## config.mk

```make
export PLATFORM = sky130hd
export DESIGN_NAME = aoc_correction
export DESIGN_NICKNAME = d
export VERILOG_FILES = /design/src/shared/aoc_pkg.sv /design/src/hw/aoc_correction.sv /design/src/hw/aoc_unit_bank.sv
export VERILOG_INCLUDE_DIRS = /design/src /design/src/shared
export SDC_FILE = /design/constraint.sdc
export NUM_CORES = 1
export LEC_CHECK = 0
export BUFFER_PORTS_ARGS = -buffer_cell sky130_fd_sc_hd__buf_2
export CELL_PAD_IN_SITES_DETAIL_PLACEMENT = 1
export CELL_PAD_IN_SITES_GLOBAL_PLACEMENT = 1
export CORE_MARGIN = 2
export CORE_UTILIZATION = 50
export CTS_CLUSTER_SIZE = 8
export DETAILED_ROUTE_END_ITERATION = 7
export GPL_TIMING_DRIVEN = 0
export HOLD_SLACK_MARGIN = 0.03
export PLACE_DENSITY = 0.87
export SLEW_MARGIN = 20
export SYNTH_ARGS = -nofsm -noshare
export SYNTH_HDL_FRONTEND = slang
export SYNTH_HIERARCHICAL = 1
export SYNTH_SLANG_ARGS = --single-unit
```

## constraint.sdc

```tcl
create_clock -name mclk_in -period 4.2 [get_ports mclk_in]
set_input_delay 0.21 -clock mclk_in [delete_from_list [all_inputs] [get_ports mclk_in]]
set_output_delay 0.21 -clock mclk_in [all_outputs]
set_load 0.03 [all_outputs]
```

## src/shared/aoc_map.svh

```systemverilog
// Constants for the converter offset/gain correction stage.
// Assumes inclusion by the package and the design files.
// Function
// - Correct only channels whose own correction enable bit is set.
// - Keep one offset and one gain per sample-and-hold unit; use converting unit.
// - Value port shows the pair of the unit chosen by unit select.
// - Unit select steers both value reads and writes; writes touch one pair.
// - Result equals (value plus offset) times gain divided by two to fifteen.
// - Correction follows averaging; data and offset are two's complement, gain is unsigned.
// - Offset is added as a signed quantity.
// - Same computation in every converter operating mode.
`ifndef AOC_MAP_SVH
`define AOC_MAP_SVH
`define AOC_NUM_CH      12
`define AOC_NUM_UNIT    2
`define AOC_DATA_W      16
`define AOC_CORR_W      16
`define AOC_CH_W        4
`define AOC_UNIT_W      1
`define AOC_GAIN_SHIFT  15
`define AOC_GAIN_RST    16'h8000
`define AOC_OFFS_RST    16'h0000
`endif

```

## src/shared/aoc_pkg.sv

```systemverilog
// Types for the converter offset/gain correction stage.
// Assumes aoc_map.svh is on the include path.
`include "aoc_map.svh"
package aoc_pkg;
  typedef struct packed {
    logic [`AOC_CH_W-1:0]   channel;
    logic [`AOC_UNIT_W-1:0] unit;
    logic [`AOC_DATA_W-1:0] data;
  } aoc_sample_type;
  typedef struct packed {
    logic [`AOC_CORR_W-1:0] offset_correction;
    logic [`AOC_CORR_W-1:0] gain_correction;
  } aoc_values_type;
endpackage

```

## src/hw/aoc_correction.sv

```systemverilog
// Offset and gain correction applied to averaged conversion results.
// Assumes samples arrive one per valid cycle from the averaging stage.
// Assumes select, write strobe and enables are synchronous to mclk_in.
// Assumes rst_b_in may assert at any time; its release is synchronised here.
`timescale 1ns/1ps
`include "aoc_map.svh"
module aoc_correction (
  // Clock and reset
  input  wire logic                        mclk_in,
  input  wire logic                        rst_b_in,
  // Averaged sample stream
  input  wire logic                        sample_valid_in,
  input  wire aoc_pkg::aoc_sample_type     sample_in,
  // Correction configuration
  input  wire logic [`AOC_NUM_CH-1:0]      correction_enable_in,
  input  wire logic [`AOC_UNIT_W-1:0]      correction_unit_select_in,
  input  wire logic                        correction_values_wr_in,
  input  wire aoc_pkg::aoc_values_type     correction_values_wdata_in,
  // Readback
  output aoc_pkg::aoc_values_type          correction_values_out,
  // Corrected stream
  output logic                             result_valid_out,
  output aoc_pkg::aoc_sample_type          result_out
);
  import aoc_pkg::*;

  // Fixed sizes
  localparam int NUM_CH  = `AOC_NUM_CH;
  localparam int NUM_U   = `AOC_NUM_UNIT;
  localparam int DATA_W  = `AOC_DATA_W;
  localparam int CORR_W  = `AOC_CORR_W;
  localparam int CH_W    = `AOC_CH_W;
  localparam int UNIT_W  = `AOC_UNIT_W;

  // Derived operand widths
  localparam int SUM_W   = `AOC_DATA_W + 1;
  localparam int GAIN_XW = `AOC_CORR_W + 1;
  localparam int PW      = SUM_W + GAIN_XW;

  // Reset copy
  logic                      rst_meta_r;
  logic                      rst_meta_nxt;
  logic                      rst_sync_r;
  logic                      rst_sync_nxt;

  // Stored pairs and readback
  aoc_values_type            bank_values [NUM_U];
  logic [NUM_U-1:0]          bank_wr;
  aoc_values_type            rd_values_r;
  aoc_values_type            rd_values_nxt;

  // Operand selection
  logic [NUM_CH-1:0]         ch_hit;
  logic                      ch_in_range;
  logic                      apply_corr;
  aoc_values_type            pair;
  logic signed [SUM_W-1:0]   data_ext;
  logic signed [SUM_W-1:0]   offs_ext;
  logic signed [GAIN_XW-1:0] gain_ext;

  // Arithmetic
  logic signed [SUM_W-1:0]   sum;
  logic signed [PW-1:0]      prod;
  logic signed [PW-1:0]      shifted;
  logic [DATA_W-1:0]         corr_data;

  // Result registers
  logic                      result_valid_r;
  logic                      result_valid_nxt;
  aoc_sample_type            result_r;
  aoc_sample_type            result_nxt;

  // Reset release through two flops
  always_comb begin
    rst_meta_nxt = 1'b1;
    rst_sync_nxt = rst_meta_r;
  end

  always_ff @(posedge mclk_in or negedge rst_b_in) begin
    if (!rst_b_in) begin
      rst_meta_r <= 1'b0;
      rst_sync_r <= 1'b0;
    end else begin
      rst_meta_r <= rst_meta_nxt;
      rst_sync_r <= rst_sync_nxt;
    end
  end

  // Write strobe of each unit
  always_comb begin
    bank_wr = '0;
    for (int u = 0; u < NUM_U; u++) begin
      if (correction_values_wr_in &&
          (correction_unit_select_in == UNIT_W'(u))) begin
        bank_wr[u] = 1'b1;
      end
    end
  end

  // One stored pair per sample-and-hold unit
  for (genvar u = 0; u < NUM_U; u++) begin : g_unit
    aoc_unit_bank u_bank (
      .clk_in     (mclk_in),
      .rst_b_in   (rst_sync_r),
      .wr_in      (bank_wr[u]),
      .wdata_in   (correction_values_wdata_in),
      .values_out (bank_values[u])
    );
  end

  // Readback of the selected unit
  always_comb begin
    rd_values_nxt = rd_values_r;
    case (correction_unit_select_in)
      1'b0: begin
        rd_values_nxt = bank_values[0];
      end
      1'b1: begin
        rd_values_nxt = bank_values[1];
      end
      default: begin
        rd_values_nxt = rd_values_r;
      end
    endcase
  end

  // Readback register
  always_ff @(posedge mclk_in or negedge rst_sync_r) begin
    if (!rst_sync_r) begin
      rd_values_r <= '0;
    end else begin
      rd_values_r <= rd_values_nxt;
    end
  end

  // Per-channel enable match
  for (genvar c = 0; c < NUM_CH; c++) begin : g_chan
    assign ch_hit[c] = correction_enable_in[c] &&
                       (sample_in.channel == CH_W'(c));
  end

  // Channel codes past the last channel carry no enable
  always_comb begin
    ch_in_range = 1'b0;
    if (sample_in.channel < CH_W'(NUM_CH)) begin
      ch_in_range = 1'b1;
    end
  end

  // Correction applies to valid samples of an enabled channel
  always_comb begin
    apply_corr = 1'b0;
    if (sample_valid_in && ch_in_range && (|ch_hit)) begin
      apply_corr = 1'b1;
    end
  end

  // Pair of the unit that converted the sample
  always_comb begin
    pair = bank_values[0];
    case (sample_in.unit)
      1'b0: begin
        pair = bank_values[0];
      end
      1'b1: begin
        pair = bank_values[1];
      end
      default: begin
        pair = bank_values[0];
      end
    endcase
  end

  // Two's complement operands; gain is unsigned
  always_comb begin
    data_ext = $signed({sample_in.data[DATA_W-1], sample_in.data});
    offs_ext = $signed({pair.offset_correction[CORR_W-1],
                        pair.offset_correction});
    gain_ext = $signed({1'b0, pair.gain_correction});
  end

  // Scaled correction, truncated to the result width
  always_comb begin
    sum       = data_ext + offs_ext;
    prod      = PW'(sum) * PW'(gain_ext);
    shifted   = prod >>> `AOC_GAIN_SHIFT;
    corr_data = shifted[DATA_W-1:0];
  end

  // Valid flag next value
  always_comb begin
    result_valid_nxt = sample_valid_in;
  end

  // Valid register
  always_ff @(posedge mclk_in or negedge rst_sync_r) begin
    if (!rst_sync_r) begin
      result_valid_r <= 1'b0;
    end else begin
      result_valid_r <= result_valid_nxt;
    end
  end

  // Result data next value
  always_comb begin
    result_nxt = result_r;
    if (sample_valid_in) begin
      result_nxt.channel = sample_in.channel;
      result_nxt.unit    = sample_in.unit;
      if (apply_corr) begin
        result_nxt.data = corr_data;
      end else begin
        result_nxt.data = sample_in.data;
      end
    end
  end

  // Result register
  always_ff @(posedge mclk_in or negedge rst_sync_r) begin
    if (!rst_sync_r) begin
      result_r <= '0;
    end else begin
      result_r <= result_nxt;
    end
  end

  // Outputs come straight from flops
  assign correction_values_out = rd_values_r;
  assign result_valid_out      = result_valid_r;
  assign result_out            = result_r;
endmodule

```

## src/hw/aoc_unit_bank.sv

```systemverilog
// Per-unit storage of one offset/gain pair.
// Assumes a synchronised active-low reset and one clock.
`timescale 1ns/1ps
`include "aoc_map.svh"
module aoc_unit_bank (
  // Clock and reset
  input  wire logic                    clk_in,
  input  wire logic                    rst_b_in,
  // Write port
  input  wire logic                    wr_in,
  input  wire aoc_pkg::aoc_values_type wdata_in,
  // Stored pair
  output aoc_pkg::aoc_values_type      values_out
);
  import aoc_pkg::*;
  aoc_values_type values_r;
  aoc_values_type values_nxt;

  always_comb begin
    values_nxt = values_r;
    if (wr_in) begin
      values_nxt = wdata_in;
    end
  end

  always_ff @(posedge clk_in or negedge rst_b_in) begin
    if (!rst_b_in) begin
      values_r.offset_correction <= `AOC_OFFS_RST;
      values_r.gain_correction   <= `AOC_GAIN_RST;
    end else begin
      values_r <= values_nxt;
    end
  end

  assign values_out = values_r;
endmodule

```

==> results of run 1 <==
[Yosys cell counts, types with 3 or more instances]
cell type	count
a31oi_1	7
buf_1	4
mux2_2	71
clkbuf_1	29
fa_1	253
and3_1	3
nand3_1	4
and2_1	20
o21a_1	7
a21oi_1	35
a21o_1	7
nand2b_1	5
a211oi_1	3
nor2b_1	14
mux4_2	3
nand4_1	4
dfrtp_1	118
buf_2	3
o21ai_1	3
mux2i_1	20
o21bai_1	3
mux2_4	60
buf_12	6
nor2_1	129
xor2_1	22
inv_1	337
nand3b_1	3
ha_1	96
nand2_1	150
o211ai_1	4
xnor2_1	40
nor3_1	6
o21ai_0	23
[per-stage QoR]
stage	setup TNS [ns]	hold WS, ns	util	std cells
2_1_floorplan	-53.69	-0.08559	-	1532
3_3_place_gp	-134.40	-0.006473	0.5506	2049
3_5_place_dp	-77.20	-0.003352	0.5536	2051
4_1_cts	-61.64	0.03012	0.6174	2147
[metal layers]
layer | GRT overflow | track usage
met5 | 1 | 0.2504
met4 | 94 | 0.6842
met3 | 5 | 0.5544
met2 | 122 | 0.8757
met1 | 3 | 0.6931
[cell families after synthesis]
group                    share of synthesized area
other                                    0.0002407
buffers and inverters                      0.09927
multiplexers                                0.1263
adder cells (fa/ha/maj)                     0.4022
AO/OA/AOI/OAI                              0.04401
flip-flops                                  0.1929
XOR/XNOR                                   0.03695
AND/OR/NAND/NOR                            0.09806
[repair_timing]
item,4_1_cts
setup buffers,41
hold buffers,25
pin swaps,67
endpoints found under the setup margin,16
gates resized for setup,164
hold endpoints to repair,39
==> results.md, run 1 <==
- FP Rows: 64
- Clk sinks: 120
- Die Span X: 180.5 µm
- Syn Area/Cell: 10.17 µm²
- Outcome: aborted with a tool error
- Root Driver: clkbuf_16
- CTS Buffer Depth: 2
- Share of synthesized registers carrying an async set or reset: 1.000
- Share of the synthesized area in the top cell type: 0.3251
- Seq/Total Area, Yosys: 0.1929
- Dominant synthesized flop cell: dfrtp_1
- CTS buffer count: 17
- Die height: 180.5 µm
- Post-synth net total: 1951
- Syn Inst Count: 1532
- Distinct cell type count after synthesis: 65
- Halt Reason: [ERROR GRT-0232] Routing congestion too high. Check the congestion heatmap in the GUI.
- Largest net degree at the start of global routing: 58
- IO Count: 124
- Global route overflow: 225
- Type of pin the worst path ends at: register input
- Last stage: global routing
- Ranking of synthesized cells by area: fa_1 33%, dfrtp_1 19%, inv_1 8.1%, ha_1 7.7%, mux2_4 5.8%
- Worst EP post-GRT repair: result_out[12]$_DFFE_PN0P_/D
- Yosys reg bits: 120
- Placed Area: approximately 0.017 mm²
- Synthesized cell area: 0.01558 mm²
- PortBufs: 121
- Post-synth top area cell: fa_1
- Starting Density: 0.5080
- DP Wirelength: 39780 µm
- GRT Total Usage: 0.7012
- H-tree levels: 4
- Yosys warns: 6
- Dpl ws: -5.328 ns
- Routability cong.: 0.9145
- Post-synth EDFFs: 0
==> run 2: changes to the inputs <==
Settings changed: CELL_PAD_IN_SITES_DETAIL_PLACEMENT 1 to unset, CELL_PAD_IN_SITES_GLOBAL_PLACEMENT 1 to unset, CORE_UTILIZATION 50 to 35, CTS_CLUSTER_SIZE 8 to unset, HOLD_SLACK_MARGIN 0.03 to unset, PLACE_DENSITY 0.87 to unset, PLACE_DENSITY_LB_ADDON set to 0.15.
==> results.md, run 2 <==
- RSZ-0062 raised after global routing: true
- Clk pin slew, worst setup/hold paths: about 0.06 ns
- Initial antenna violation count: 0
- Die Span X: 215.0 µm
- Crit Path Class: flop to flop
- Core area: 0.04403 mm²
- Clk sinks: 120
- Final WS setup: -3.923 ns
- Fill cells: 4263
- Hold Path Class: input port to flop
- Max-slew headroom: 0.2302
- Crit path max fanout: 5
- Starting Density: 0.3538
- Top cells by count, synth: 337 x inv_1, 253 x fa_1, 150 x nand2_1, 129 x nor2_1, 118 x dfrtp_1
- Clk Latency, worst-skew pair: 0.43 ns
- H-tree levels: 4
- Post-synth net total: between 1500 and 2000
- Crit path arrival time: 8.41 ns
- Vias in the first global route: 12290
- Min cycle time layout: 8.123 ns
- Launching point of the worst reg2reg path: g_unit[0].u_bank/values_out[16]
- Slowest stage delay, CP: around 0.56 ns
- Initial drt markers: 565
- Largest register FFs: 64
- Largest net degree at the start of global routing: 55
- Global route overflow: 0
- Drt drc: 0
- Failing checks: setup timing
- Critical path endpoint category: flop
- Clk_skew: 0.02207 ns
- Area added between synthesis and finish: 23.87%
- Outcome: complete, but fails checks
- Slew at the pin closest to its max-slew limit: 1.123 ns
- Drt total wl: 44060 µm
- Critical path startpoint: g_unit[0].u_bank/values_out[16]
- Share of the synthesized area in the top cell type: 0.3251
- R2R depth: 33
- Share of synthesized registers carrying an async set or reset: 1.000
- Commonest non-fill, non-tap cell in the layout: inv_1
- Post-synth EDFFs: 0
- CTS buffer count: 17
- Drt wl/cell: 18.74 µm
- CTS Buffer Depth: 2
- Critical R2R Capture: result_out[15]
- Layout cell share with drive strength beyond 1: 0.3007
- Vias per cell: 4.763
- Seq/Total Area, Yosys: 0.1929
- IO Count: 124
- CP dominant cell by count: fa_1
- Die height: between 200 and 250 µm
- DP Wirelength: 35350 µm
- Routability cong.: 0.8480
- PortBufs: 121
- Syn Area/Cell: ~10 µm²
- Post-synth top area cell: fa_1
- Dominant synthesized flop cell: dfrtp_1
- CP Launch Type: flop
- FP Rows: 77
- Final setup viols: 16
- Final cycle utilization of the critical path: 1.934
- Final core utilization: 0.4383
- Diode count: 0
- Distinct cell type count after synthesis: 65
- Crit path to: result_out[15]
- Max_cap viols: 0
- Synthesized cell area: 0.01558 mm²
- Die area: 0.04621 mm²
- Total number of vias: 11200
- First-pass GRT wire length: 70980 µm
- Yosys reg bits: 120
- Final Net Count: 2165
- Fin. max-slew vios: 0
- Top-count cell post-synth: inv_1
- Fin cells: 2351
- Most frequent cells in the layout: 321 x inv_1, 241 x fa_1, 147 x nand2_1, 122 x buf_2, 118 x nor2_1
- Inst Count DP: 2247
- Hold WS: about 0.029 ns
- Root Driver: clkbuf_16
- Crit-path slowest cell: fa_2
- Syn Inst Count: 1532
- Fmax: 0.1231 GHz
- CP Data Required Time: between 4 and 5 ns
- Initial DRT Pass Iterations: 4
- Final hold violations: 0
- Ranking of synthesized cells by area: fa_1 33%, dfrtp_1 19%, inv_1 8.1%, ha_1 7.7%, mux2_4 5.8%
- Yosys warns: 6
- Flop2flop setup slack: -3.92 ns
- Antenna Violating Nets Remaining: 0
- GRT Total Usage: 0.2004
- TritonCTS clock tree: done
[run 2: cell counts after synthesis]
Identical to the previous run, type by type.
[run 2: worst min path at each step]
stage / start / depth (start not counted) / to
2_1_floorplan: rst_b_in / 0 / rst_meta_r
3_3_place_gp: rst_b_in / 1 / rst_meta_r
3_5_place_dp: rst_b_in / 1 / rst_meta_r
4_1_cts: correction_values_wdata_in[8] / 2 / g_unit[1].u_bank/values_out[8]
5_1_grt: correction_values_wdata_in[9] / 2 / g_unit[1].u_bank/values_out[9]
6_report: correction_values_wdata_in[30] / 2 / g_unit[1].u_bank/values_out[30]
[run 2: final cells by class]
cell class	instances	area [µm²]	share of cell area
clock inverter	14	165.2	0.008559
clock buffer	18	429.2	0.02224
tap	592	740.7	0.03838
multi-input combinational	1031	12040	0.6240
sequential	120	3009	0.1559
buffer	43	381.6	0.01978
inverter	337	1270	0.06581
timing repair buffer	196	1260	0.06529
[run 2: timing repair]
action | in CTS | in global routing
hold buffers | 2 | 0
gates resized for setup | 127 | 54
hold endpoints to repair | 3 | 0
endpoints found under the setup margin | 16 | 16
setup buffers | 51 | 23
cloned | 1 | 0
pin swaps | 74 | 71
[run 2: per-layer routing]
layer  up-vias  share of wire  track usage
met2       247           0.47       0.3283
li1       5106              -            -
met4         0          0.020      0.04299
met1      5809           0.47       0.2827
met3        35          0.040      0.02873
met5         -              0            0
[run 2: cell families after synthesis]
| group | after synthesis | synth area share |
|---|---|---|
| AO/OA/AOI/OAI | 109 | 0.04401 |
| XOR/XNOR | 64 | 0.03695 |
| adder cells (fa/ha/maj) | 349 | 0.4022 |
| buffers and inverters | 381 | 0.09927 |
| flip-flops | 120 | 0.1929 |
| multiplexers | 154 | 0.1263 |
| other | 1 | 0.0002407 |
| AND/OR/NAND/NOR | 354 | 0.09806 |
[run 2: through the flow]
step | worst slack (ns) | cell area [µm²] | TNS [ns]
2_1_floorplan | -3.687 | 15790 | -53.69
3_3_place_gp | -5.437 | 17130 | -164.96
3_5_place_dp | -5.367 | 17250 | -76.62
4_1_cts | -3.913 | 18960 | -58.00
5_1_grt | -4.241 | 19300 | -64.24
6_report | -3.923 | 19300 | -59.22
[run 2: worst max-delay path, delay by kind of cell, from the launching register on]
family	cells	cell delay, ns
flip-flops	1	0.40
AO/OA/AOI/OAI	9	1.91
buffers and inverters	7	0.77
multiplexers	1	0.29
AND/OR/NAND/NOR	4	0.28
adder cells (fa/ha/maj)	9	3.82
XOR/XNOR	3	0.53
Power of run 2 is left out: the tool's default activity adds up to more than one toggle a clock period on the data nets, which glitch-free logic cannot reach.
